===== src/verilog/pmsa_pkg.sv =====
// Package for the one-second performance monitor register slice.
// Assumes an 8-bit register address space and byte-wide registers.
package pmsa_pkg;

    // Register addresses
    localparam logic [7:0] ADDR_TXV_HIGH  = 8'h3A;
    localparam logic [7:0] ADDR_TXV_LOW   = 8'h3B;
    localparam logic [7:0] ADDR_HOLD      = 8'h3C;
    localparam logic [7:0] ADDR_FLAGS     = 8'h3D;
    localparam logic [7:0] ADDR_LCV_HIGH  = 8'h3E;
    localparam logic [7:0] ADDR_LCV_LOW   = 8'h3F;
    localparam logic [7:0] ADDR_PBIT_HIGH = 8'h40;
    localparam logic [7:0] ADDR_PBIT_LOW  = 8'h41;

    // Field positions in second_error_flags
    localparam int FLAG_ES_BIT  = 1;
    localparam int FLAG_SES_BIT = 0;

    // Values after reset
    localparam logic [7:0]  RST_BYTE  = 8'h00;
    localparam logic [15:0] RST_COUNT = 16'h0000;
    localparam logic [15:0] RST_DATA  = 16'h0000;

    // Severe errored second threshold: errors per second above bit rate / ratio
    localparam int          DS3_BIT_RATE  = 44736000;
    localparam int          SES_RATIO     = 10000;
    localparam logic [16:0] SES_ERR_LIMIT = 17'(DS3_BIT_RATE / SES_RATIO);

    typedef enum logic [2:0]
    {
        SEL_NONE,
        SEL_TXV,
        SEL_HOLD,
        SEL_FLAGS,
        SEL_LCV,
        SEL_PBIT
    } pmsa_sel_type;

endpackage


===== src/verilog/pmsa_sat_cnt.sv =====
// Saturating event counter with a restart that keeps a coincident event.
// Assumes inc and restart are single-cycle strobes on sys_clk.
`timescale 1ns/1ps
module pmsa_sat_cnt
    import pmsa_pkg::*;
#(
    parameter int WIDTH = 16
)
(
    input  wire logic             sys_clk,
    input  wire logic             rst,
    input  wire logic             inc,
    input  wire logic             restart,
    output logic      [WIDTH-1:0] count
);

    logic [WIDTH-1:0] count_r;
    logic [WIDTH-1:0] count_nxt;

    ////////////////////////////////////////////////////////////////////////
    always_comb
    begin
        count_nxt = count_r;
        if (restart)
        begin
            // Event in the restart cycle counts toward the new period
            count_nxt = inc ? WIDTH'(1) : '0;
        end
        else if (inc && !(&count_r))
        begin
            // Saturate rather than wrap so a flood never reads as small
            count_nxt = count_r + WIDTH'(1);
        end
    end

    always_ff @(posedge sys_clk)
    begin
        if (rst)
            count_r <= '0;
        else
            count_r <= count_nxt;
    end

    assign count = count_r;

endmodule


===== src/verilog/pmsa_regs.sv =====
// One-second accumulators, error-second flags and transmit valid cell count.
// Assumes bus and event inputs are synchronous to sys_clk from local logic;
// one_sec_tick is a one-cycle strobe from an external timebase.
`timescale 1ns/1ps
module pmsa_regs
    import pmsa_pkg::*;
(
    input  wire logic        sys_clk,
    input  wire logic        rst,
    input  wire logic [7:0]  bus_addr,
    input  wire logic        bus_rd,
    input  wire logic        bus_wide16,
    input  wire logic        atm_uni_mode,
    input  wire logic        tx_valid_cell,
    input  wire logic        lcv_event,
    input  wire logic        pbit_error,
    input  wire logic        one_sec_tick,
    output logic      [15:0] rd_data,
    output logic             rd_valid
);

    logic [15:0]  txv_cnt;
    logic [15:0]  lcv_run;
    logic [15:0]  pbit_run;
    logic         txv_inc;
    logic         txv_clr;
    logic [16:0]  err_total;
    pmsa_sel_type sel;
    logic         hi_sel;
    logic [15:0]  sel_val;

    logic [15:0]  lcv_acc_r;
    logic [15:0]  lcv_acc_nxt;
    logic [15:0]  pbit_acc_r;
    logic [15:0]  pbit_acc_nxt;
    logic         es_r;
    logic         es_nxt;
    logic         ses_r;
    logic         ses_nxt;
    logic [7:0]   hold_r;
    logic [7:0]   hold_nxt;
    logic [15:0]  rd_data_r;
    logic [15:0]  rd_data_nxt;
    logic         rd_valid_r;
    logic         rd_valid_nxt;

    ////////////////////////////////////////////////////////////////////////
    // Running counters

    assign txv_inc = tx_valid_cell && atm_uni_mode;
    assign txv_clr = bus_rd && (sel == SEL_TXV);

    pmsa_sat_cnt #(.WIDTH(16)) u_txv_cnt
    (
        .sys_clk (sys_clk),
        .rst     (rst),
        .inc     (txv_inc),
        .restart (txv_clr),
        .count   (txv_cnt)
    );

    pmsa_sat_cnt #(.WIDTH(16)) u_lcv_run
    (
        .sys_clk (sys_clk),
        .rst     (rst),
        .inc     (lcv_event),
        .restart (one_sec_tick),
        .count   (lcv_run)
    );

    pmsa_sat_cnt #(.WIDTH(16)) u_pbit_run
    (
        .sys_clk (sys_clk),
        .rst     (rst),
        .inc     (pbit_error),
        .restart (one_sec_tick),
        .count   (pbit_run)
    );

    ////////////////////////////////////////////////////////////////////////
    // One-second snapshot

    assign err_total = {1'b0, lcv_run} + {1'b0, pbit_run};

    always_comb
    begin
        lcv_acc_nxt  = lcv_acc_r;
        pbit_acc_nxt = pbit_acc_r;
        es_nxt       = es_r;
        ses_nxt      = ses_r;
        // Reads never touch these; only the boundary reloads them
        if (one_sec_tick)
        begin
            lcv_acc_nxt  = lcv_run;
            pbit_acc_nxt = pbit_run;
            es_nxt       = (err_total != 17'h00000);
            ses_nxt      = (err_total > SES_ERR_LIMIT);
        end
    end

    always_ff @(posedge sys_clk)
    begin
        if (rst)
        begin
            lcv_acc_r  <= RST_COUNT;
            pbit_acc_r <= RST_COUNT;
            es_r       <= 1'b0;
            ses_r      <= 1'b0;
        end
        else
        begin
            lcv_acc_r  <= lcv_acc_nxt;
            pbit_acc_r <= pbit_acc_nxt;
            es_r       <= es_nxt;
            ses_r      <= ses_nxt;
        end
    end

    ////////////////////////////////////////////////////////////////////////
    // Read decode and data path

    always_comb
    begin
        sel    = SEL_NONE;
        hi_sel = 1'b0;
        unique case (bus_addr)
            ADDR_TXV_HIGH:  begin sel = SEL_TXV;  hi_sel = 1'b1; end
            ADDR_TXV_LOW:   begin sel = SEL_TXV;  hi_sel = 1'b0; end
            ADDR_HOLD:      begin sel = SEL_HOLD; hi_sel = 1'b0; end
            ADDR_FLAGS:     begin sel = SEL_FLAGS; hi_sel = 1'b0; end
            ADDR_LCV_HIGH:  begin sel = SEL_LCV;  hi_sel = 1'b1; end
            ADDR_LCV_LOW:   begin sel = SEL_LCV;  hi_sel = 1'b0; end
            ADDR_PBIT_HIGH: begin sel = SEL_PBIT; hi_sel = 1'b1; end
            ADDR_PBIT_LOW:  begin sel = SEL_PBIT; hi_sel = 1'b0; end
            default:        begin sel = SEL_NONE; hi_sel = 1'b0; end
        endcase
    end

    always_comb
    begin
        unique case (sel)
            SEL_TXV:   sel_val = txv_cnt;
            SEL_LCV:   sel_val = lcv_acc_r;
            SEL_PBIT:  sel_val = pbit_acc_r;
            SEL_HOLD:  sel_val = {8'h00, hold_r};
            // Unused flag bits read as zero
            SEL_FLAGS: sel_val = {8'h00, 6'h00, es_r, ses_r};
            default:   sel_val = RST_DATA;
        endcase
    end

    always_comb
    begin
        rd_data_nxt  = rd_data_r;
        rd_valid_nxt = bus_rd;
        hold_nxt     = hold_r;
        if (bus_rd)
        begin
            if (sel == SEL_TXV || sel == SEL_LCV || sel == SEL_PBIT)
            begin
                if (bus_wide16)
                    rd_data_nxt = sel_val;
                else
                begin
                    // High address carries bits 15:8, companion bits 7:0
                    rd_data_nxt = {8'h00, hi_sel ? sel_val[15:8]
                                                 : sel_val[7:0]};
                    // Companion byte frozen so a later read is coherent
                    hold_nxt    = hi_sel ? sel_val[7:0]
                                         : sel_val[15:8];
                end
            end
            else
                rd_data_nxt = sel_val;
        end
    end

    always_ff @(posedge sys_clk)
    begin
        if (rst)
        begin
            hold_r     <= RST_BYTE;
            rd_data_r  <= RST_DATA;
            rd_valid_r <= 1'b0;
        end
        else
        begin
            hold_r     <= hold_nxt;
            rd_data_r  <= rd_data_nxt;
            rd_valid_r <= rd_valid_nxt;
        end
    end

    assign rd_data  = rd_data_r;
    assign rd_valid = rd_valid_r;
endmodule


===== config.mk =====
export PLATFORM = sky130hd
export DESIGN_NAME = pmsa_regs
export DESIGN_NICKNAME = d
export VERILOG_FILES = /design/src/verilog/pmsa_pkg.sv /design/src/verilog/pmsa_sat_cnt.sv /design/src/verilog/pmsa_regs.sv
export SDC_FILE = /design/constraint.sdc
export NUM_CORES = 1
export LEC_CHECK = 0
export BUFFER_PORTS_ARGS = -buffer_cell sky130_fd_sc_hd__buf_4
export CORE_ASPECT_RATIO = 1.75
export CORE_MARGIN = 5
export CORE_UTILIZATION = 55
export CTS_CLUSTER_DIAMETER = 120
export CTS_CLUSTER_SIZE = 16
export DETAILED_ROUTE_END_ITERATION = 7
export PLACE_DENSITY = 0.73
export RECOVER_POWER = 50
export SLEW_MARGIN = 20
export SYNTH_ARGS = -nofsm -noshare
export SYNTH_HDL_FRONTEND = slang
export SYNTH_SLANG_ARGS = --single-unit

===== constraint.sdc =====
create_clock -name sys_clk -period 6.55 [get_ports sys_clk]
set_input_delay 0.9825 -clock sys_clk [delete_from_list [all_inputs] [get_ports sys_clk]]
set_output_delay 0.9825 -clock sys_clk [all_outputs]
set_load 0.03 [all_outputs]

# After elaboration in Yosys (flattened, before gate mapping)
# Cells that the tools add are included.
# classes
div	0
n_mux	16
n_eq_ne	13
n_addsub	4
order_cmp	1
n_bitwise	1
n_reduce_logical	22
shift	0
n_mul	0
# op_table
operator	n
$mux W16	8
$pmux W16 S5	1
$add A16 B1 Y16 const B	3
$eq A8 B6 Y1 const B	6
$reduce_and A16 Y1	3
$add A16 B16 Y17	1
$gt A17 B13 Y1 const B	1
$reduce_bool A17 Y1	1
$eq A8 B7 Y1 const B	2
$mux W8	2
$pmux W3 S5	1
$eq A3 B2 Y1 const B	2
$eq A3 B3 Y1 const B	2
$reduce_bool A2 Y1	3
$reduce_or A2 Y1	3
$logic_and A1 B1 Y1	5
$mux W1	4
$eq A3 B1 Y1 const B	1
$logic_not A1 Y1	3
$reduce_and A3 Y1	1
$reduce_or A3 Y1	1
$logic_or A1 B1 Y1	2
$not A1 Y1	1
# word_totals
mem_bits_ro	0
latch_bits	0
output_inout_bits	17
register_bits	107
elab_cells	67
mem_count	0
mem_bits_rw	0

# Depth between registers and ports, before layout
# depth
word_depth	8
depth_mapped	11

# Cells and area by module
# Synthesis repeated with hierarchy kept, for this count alone.
# unflattened
cells_unflattened	733
hier_area_um2	6271.0
# by_module_without_submodules
mod	seq_area_each_um2	area_per_inst_um2	cells_per_inst	n_inst
pmsa_regs	1181.1	3485.8	412	1
pmsa_sat_cnt	320.3	928.4	107	3

# Worst setup path before layout
# OpenSTA, ideal clock, no wires.
# synth_timing
kind	input port to flip-flop
from	input bus_addr[4]
to	register rd_data_r[0] (netlist: rd_data[0])
stages	8
path_slack_ns	3.722
required_ns	6.418
setup_ns	0.132
arrival_ns	2.696
cell_sequence	or4b_4 -> nor4_4 -> nor2_2 -> or3_1 -> buf_2 -> buf_6 -> o211ai_1 -> a21oi_1
# synth_via
elab_chain_cells	8
word_cells_on_any_way	25
cone_classes	13 x eq/ne; 6 x mux; 6 x reduce/logical
# synth_rtl
element	line_no	rtl
start, declared	pmsa_regs.sv:10	input wire logic [7:0] bus_addr,
$eq A8 B7 Y1 / $eq A8 B6 Y1 (equally long branches)	pmsa_regs.sv:126	unique case (bus_addr)
$reduce_or A2 Y1 (no source line)	--	
$pmux W3 S5	pmsa_regs.sv:126	
$eq A3 B2 Y1, or another cell as far along	pmsa_regs.sv:141	unique case (sel)
$pmux W16 S5	pmsa_regs.sv:141	
$mux W8	pmsa_regs.sv:166	rd_data_nxt = {8'h00, hi_sel ? sel_val[15:8]
$mux W16	pmsa_regs.sv:161	if (bus_wide16)
$mux W16 (*)	pmsa_regs.sv:159	if (sel == SEL_TXV || sel == SEL_LCV || sel == SEL_PBIT)
end signal, assigned	pmsa_regs.sv:189	rd_data_r <= rd_data_nxt;
end, declared	pmsa_regs.sv:42	logic [15:0] rd_data_r;
# Every way passes the cells marked *; elsewhere a longest branch is shown, timed or not.
# A chain may end at the register's enable or synchronous reset.

==> qor.yml <==
ys_seq_elements: 107
postSynthAreaPerCell_um2: 8.44
synth_edf_count: 0
grt_pass1_vias: 4787
p_int_uw: 1000
synth_top_area_share_pct: 39.0
synth_top_area_cell: "dfxtp_1"
fin_ws_ps: 2520
rsz0062_at_grt: "no"
drt-wirelength-per-cell_um: 17.9
grt_max_degree: 58
die_x_um: 85.5
p_clk_share_pct: 43.6
design_area_um2: 6010
ys_warn_count: 0
die_area_um2: 12200
skew_ps: 5.83
power.switching_uw: 274
dpl_worst_slack_ps: 2960
antenna_found_initial: 0
holdBufCountCts: 0
synth_area_um2: 5490
max_cap_violations: 2
async_flop_share_pct: 0
fmax_ghz: 0.248
dpl-instance-area_um2: 5780
critPathMaxStageDelay_ps: 1660
cellLeakagePower_uw: 0.00226
cts-root-buf: "clkbuf_16"
violations: "max-capacitance violations, max-slew violations"
synth_area_leaders: "dfxtp_1 (39%), nor2_1 (7.5%), mux2i_1 (6.8%), ha_1 (4.3%), nand2_1 (3.8%)"
coreArea_um2: 9850
ios: 34
cts_made_buffers: 9
ff_latch_area_um2: 2140
timing.hold.ws_ps: 464
antennaDiodeCount: 0
die-height_um: 142
clkSinkCount: 107
hold_viol: 0
cts_tree: "yes"
hold_start: "hold_r[3]"
start_kind: "input pin"
nets: 705
fin_crit_ps: 4030
cts_setup_buffers: 0
p_sw_share_pct: 21.5
fillers: 888
overflow: 0
avgViaCountPerCell: 6.04
cp_top_family: "buffers and inverters"
hold_class: "reg -> reg"
power_frac_seq_pct: 51.6
required_ps: 6710
grt_usage_pct: 24.6
critical_path.cell_chain: "clkbuf_1 > or2_0 > nor2_1"
gp_congestion: 0.906
port_buffers: 33
crit_fanout: 57
r2r-start: "u_pbit_run.count[0]"
setup_viol: 0
place_hpwl_um: 10900
ys_seq_area_share_pct: 39.0
worstMarginPinSlew_ps: 2380
drtIter0Drc: 305
dr.pass1.iters: 5
max-clock-path-buffers: 2
outcome: "finished with violations"
irDropWorstVdd_mv: 0.150
yosysUniqueCellTypes: 52
p_comb_share_pct: 4.8
crit_type: "in -> reg"
drc: 0
slowest_stage: "clkbuf_1"
critPathCaptureType: "flip-flop"
slew_headroom_pct: -58.4
area_delta_synth_final_pct: 9.49
netlist_instances: 650
synth.cells.most_frequent: "nor2_1 (109), dfxtp_1 (107), nand2_1 (56)"
rows: 48
clkTransAtPathRegs_ps: 70
multi_input_area_um2: 3180
ant_nets: 0
critPathBufInv: 1
start_util_pct: 55.7
clock_latency_ps: 340
cp_data_arrival_time_ps: 4190
synth_most_common_cell: "nor2_1"
finalSetupTns_ps: 0
cts_resized: 0
num_vias: 4799
final_util_pct: 61.0
drive_gt1_share_pct: 6.28
ys.flop_type: "dfxtp_1"
min_period_over_period_pct: 61.5
synth_fp_nets: 687
drt_wl_total_um: 14200
htree_levels: 3
worstSetupStartpoint: "rst"
grt_pass1_wl_um: 23500
slew_violations: 89
pwr_density_cell_nw_per_um2: 213
==> worst min-delay path, stage by stage, from the launching register on <==
cell and delay (ps):
dfxtp_1 330, nand2_1 50, o21ai_0 60
==> stage by stage <==
step / std cells / power, µW
after floorplan: 650 / 716
after global placement: 782 / 735
after detailed placement: 782 / 736
after CTS: 794 / 1280
after global routing: 794 / 1310
final: 794 / 1280
==> flip-flops by register name, indices dropped and copies added, names as in the netlist <==
signal and flops:
u_pbit_run.count 16, u_lcv_run.count 16, es_r 1, u_txv_cnt.count 16, rd_valid 1, ses_r 1, lcv_acc_r 16, hold_r 8
rd_data 16, pbit_acc_r 16
==> cell type report <==
type	instances	share of cell area (%)
Tap cell	125	2.60
Multi-Input combinational cell	503	53.0
Inverter	14	0.875
Timing Repair Buffer	33	3.00
Clock buffer	9	3.75
Sequential cell	107	35.7
Clock inverter	3	1.12
==> layout by cell type (no fill, tap or decap), types with 8 or more instances in the layout <==
cell and count:
nor2_1 109, dfxtp_1 107, nand2_1 56, o21ai_0 39, mux2i_1 37, a21oi_1 36
xor2_1 23, xnor2_1 22, ha_1 19, nand3_1 18, clkbuf_1 18, buf_4 15
inv_1 14, nor2b_1 13, nand4_1 12, nor3_1 11, o211ai_1 10, nand2b_1 9
clkbuf_16 9, mux2_2 8, a22oi_1 8, and3_1 8, or3_1 8
==> cells by family after synthesis <==
| family | count (synthesis) | synth area share [%] |
|---|---|---|
| AOI/OAI and AO/OA | 127 | 14.8 |
| and+or+nand+nor | 266 | 22.9 |
| DFF | 107 | 39.0 |
| xor gates and xnor gates | 45 | 7.18 |
| adders and majority gates | 20 | 4.70 |
| muxes | 45 | 8.39 |
| buffers and inverters | 40 | 2.94 |
==> worst paths after layout <==
path / endpoint / slack [ps] / depth (start not counted)
min reg2reg: hold_r[3] / 460 / 2
max reg2reg: ses_r / 3470 / 11
max: u_pbit_run.count[2] / 2520 / 3
min: hold_r[3] / 460 / 2
==> power by group through the flow <==
stage	Combinational [µW]	Sequential (µW)	Clock, µW
after floorplan	42.3	673	0
after global placement	60.7	674	0
after detailed placement	62.0	675	0
after CTS	62.4	660	562
after global routing	67.9	660	586
final	61.7	660	557
==> routing by layer <==
layer | vias up | track usage, % | routed length [µm]
met1 | 2251 | 25.9 | 5350
li1 | 2325 | - | -
met2 | 164 | 44.5 | 7400
met5 | - | 0 | 0
met3 | 59 | 3.53 | 496
met4 | 0 | 16.0 | 959
(Power assumes the default switching activity.)
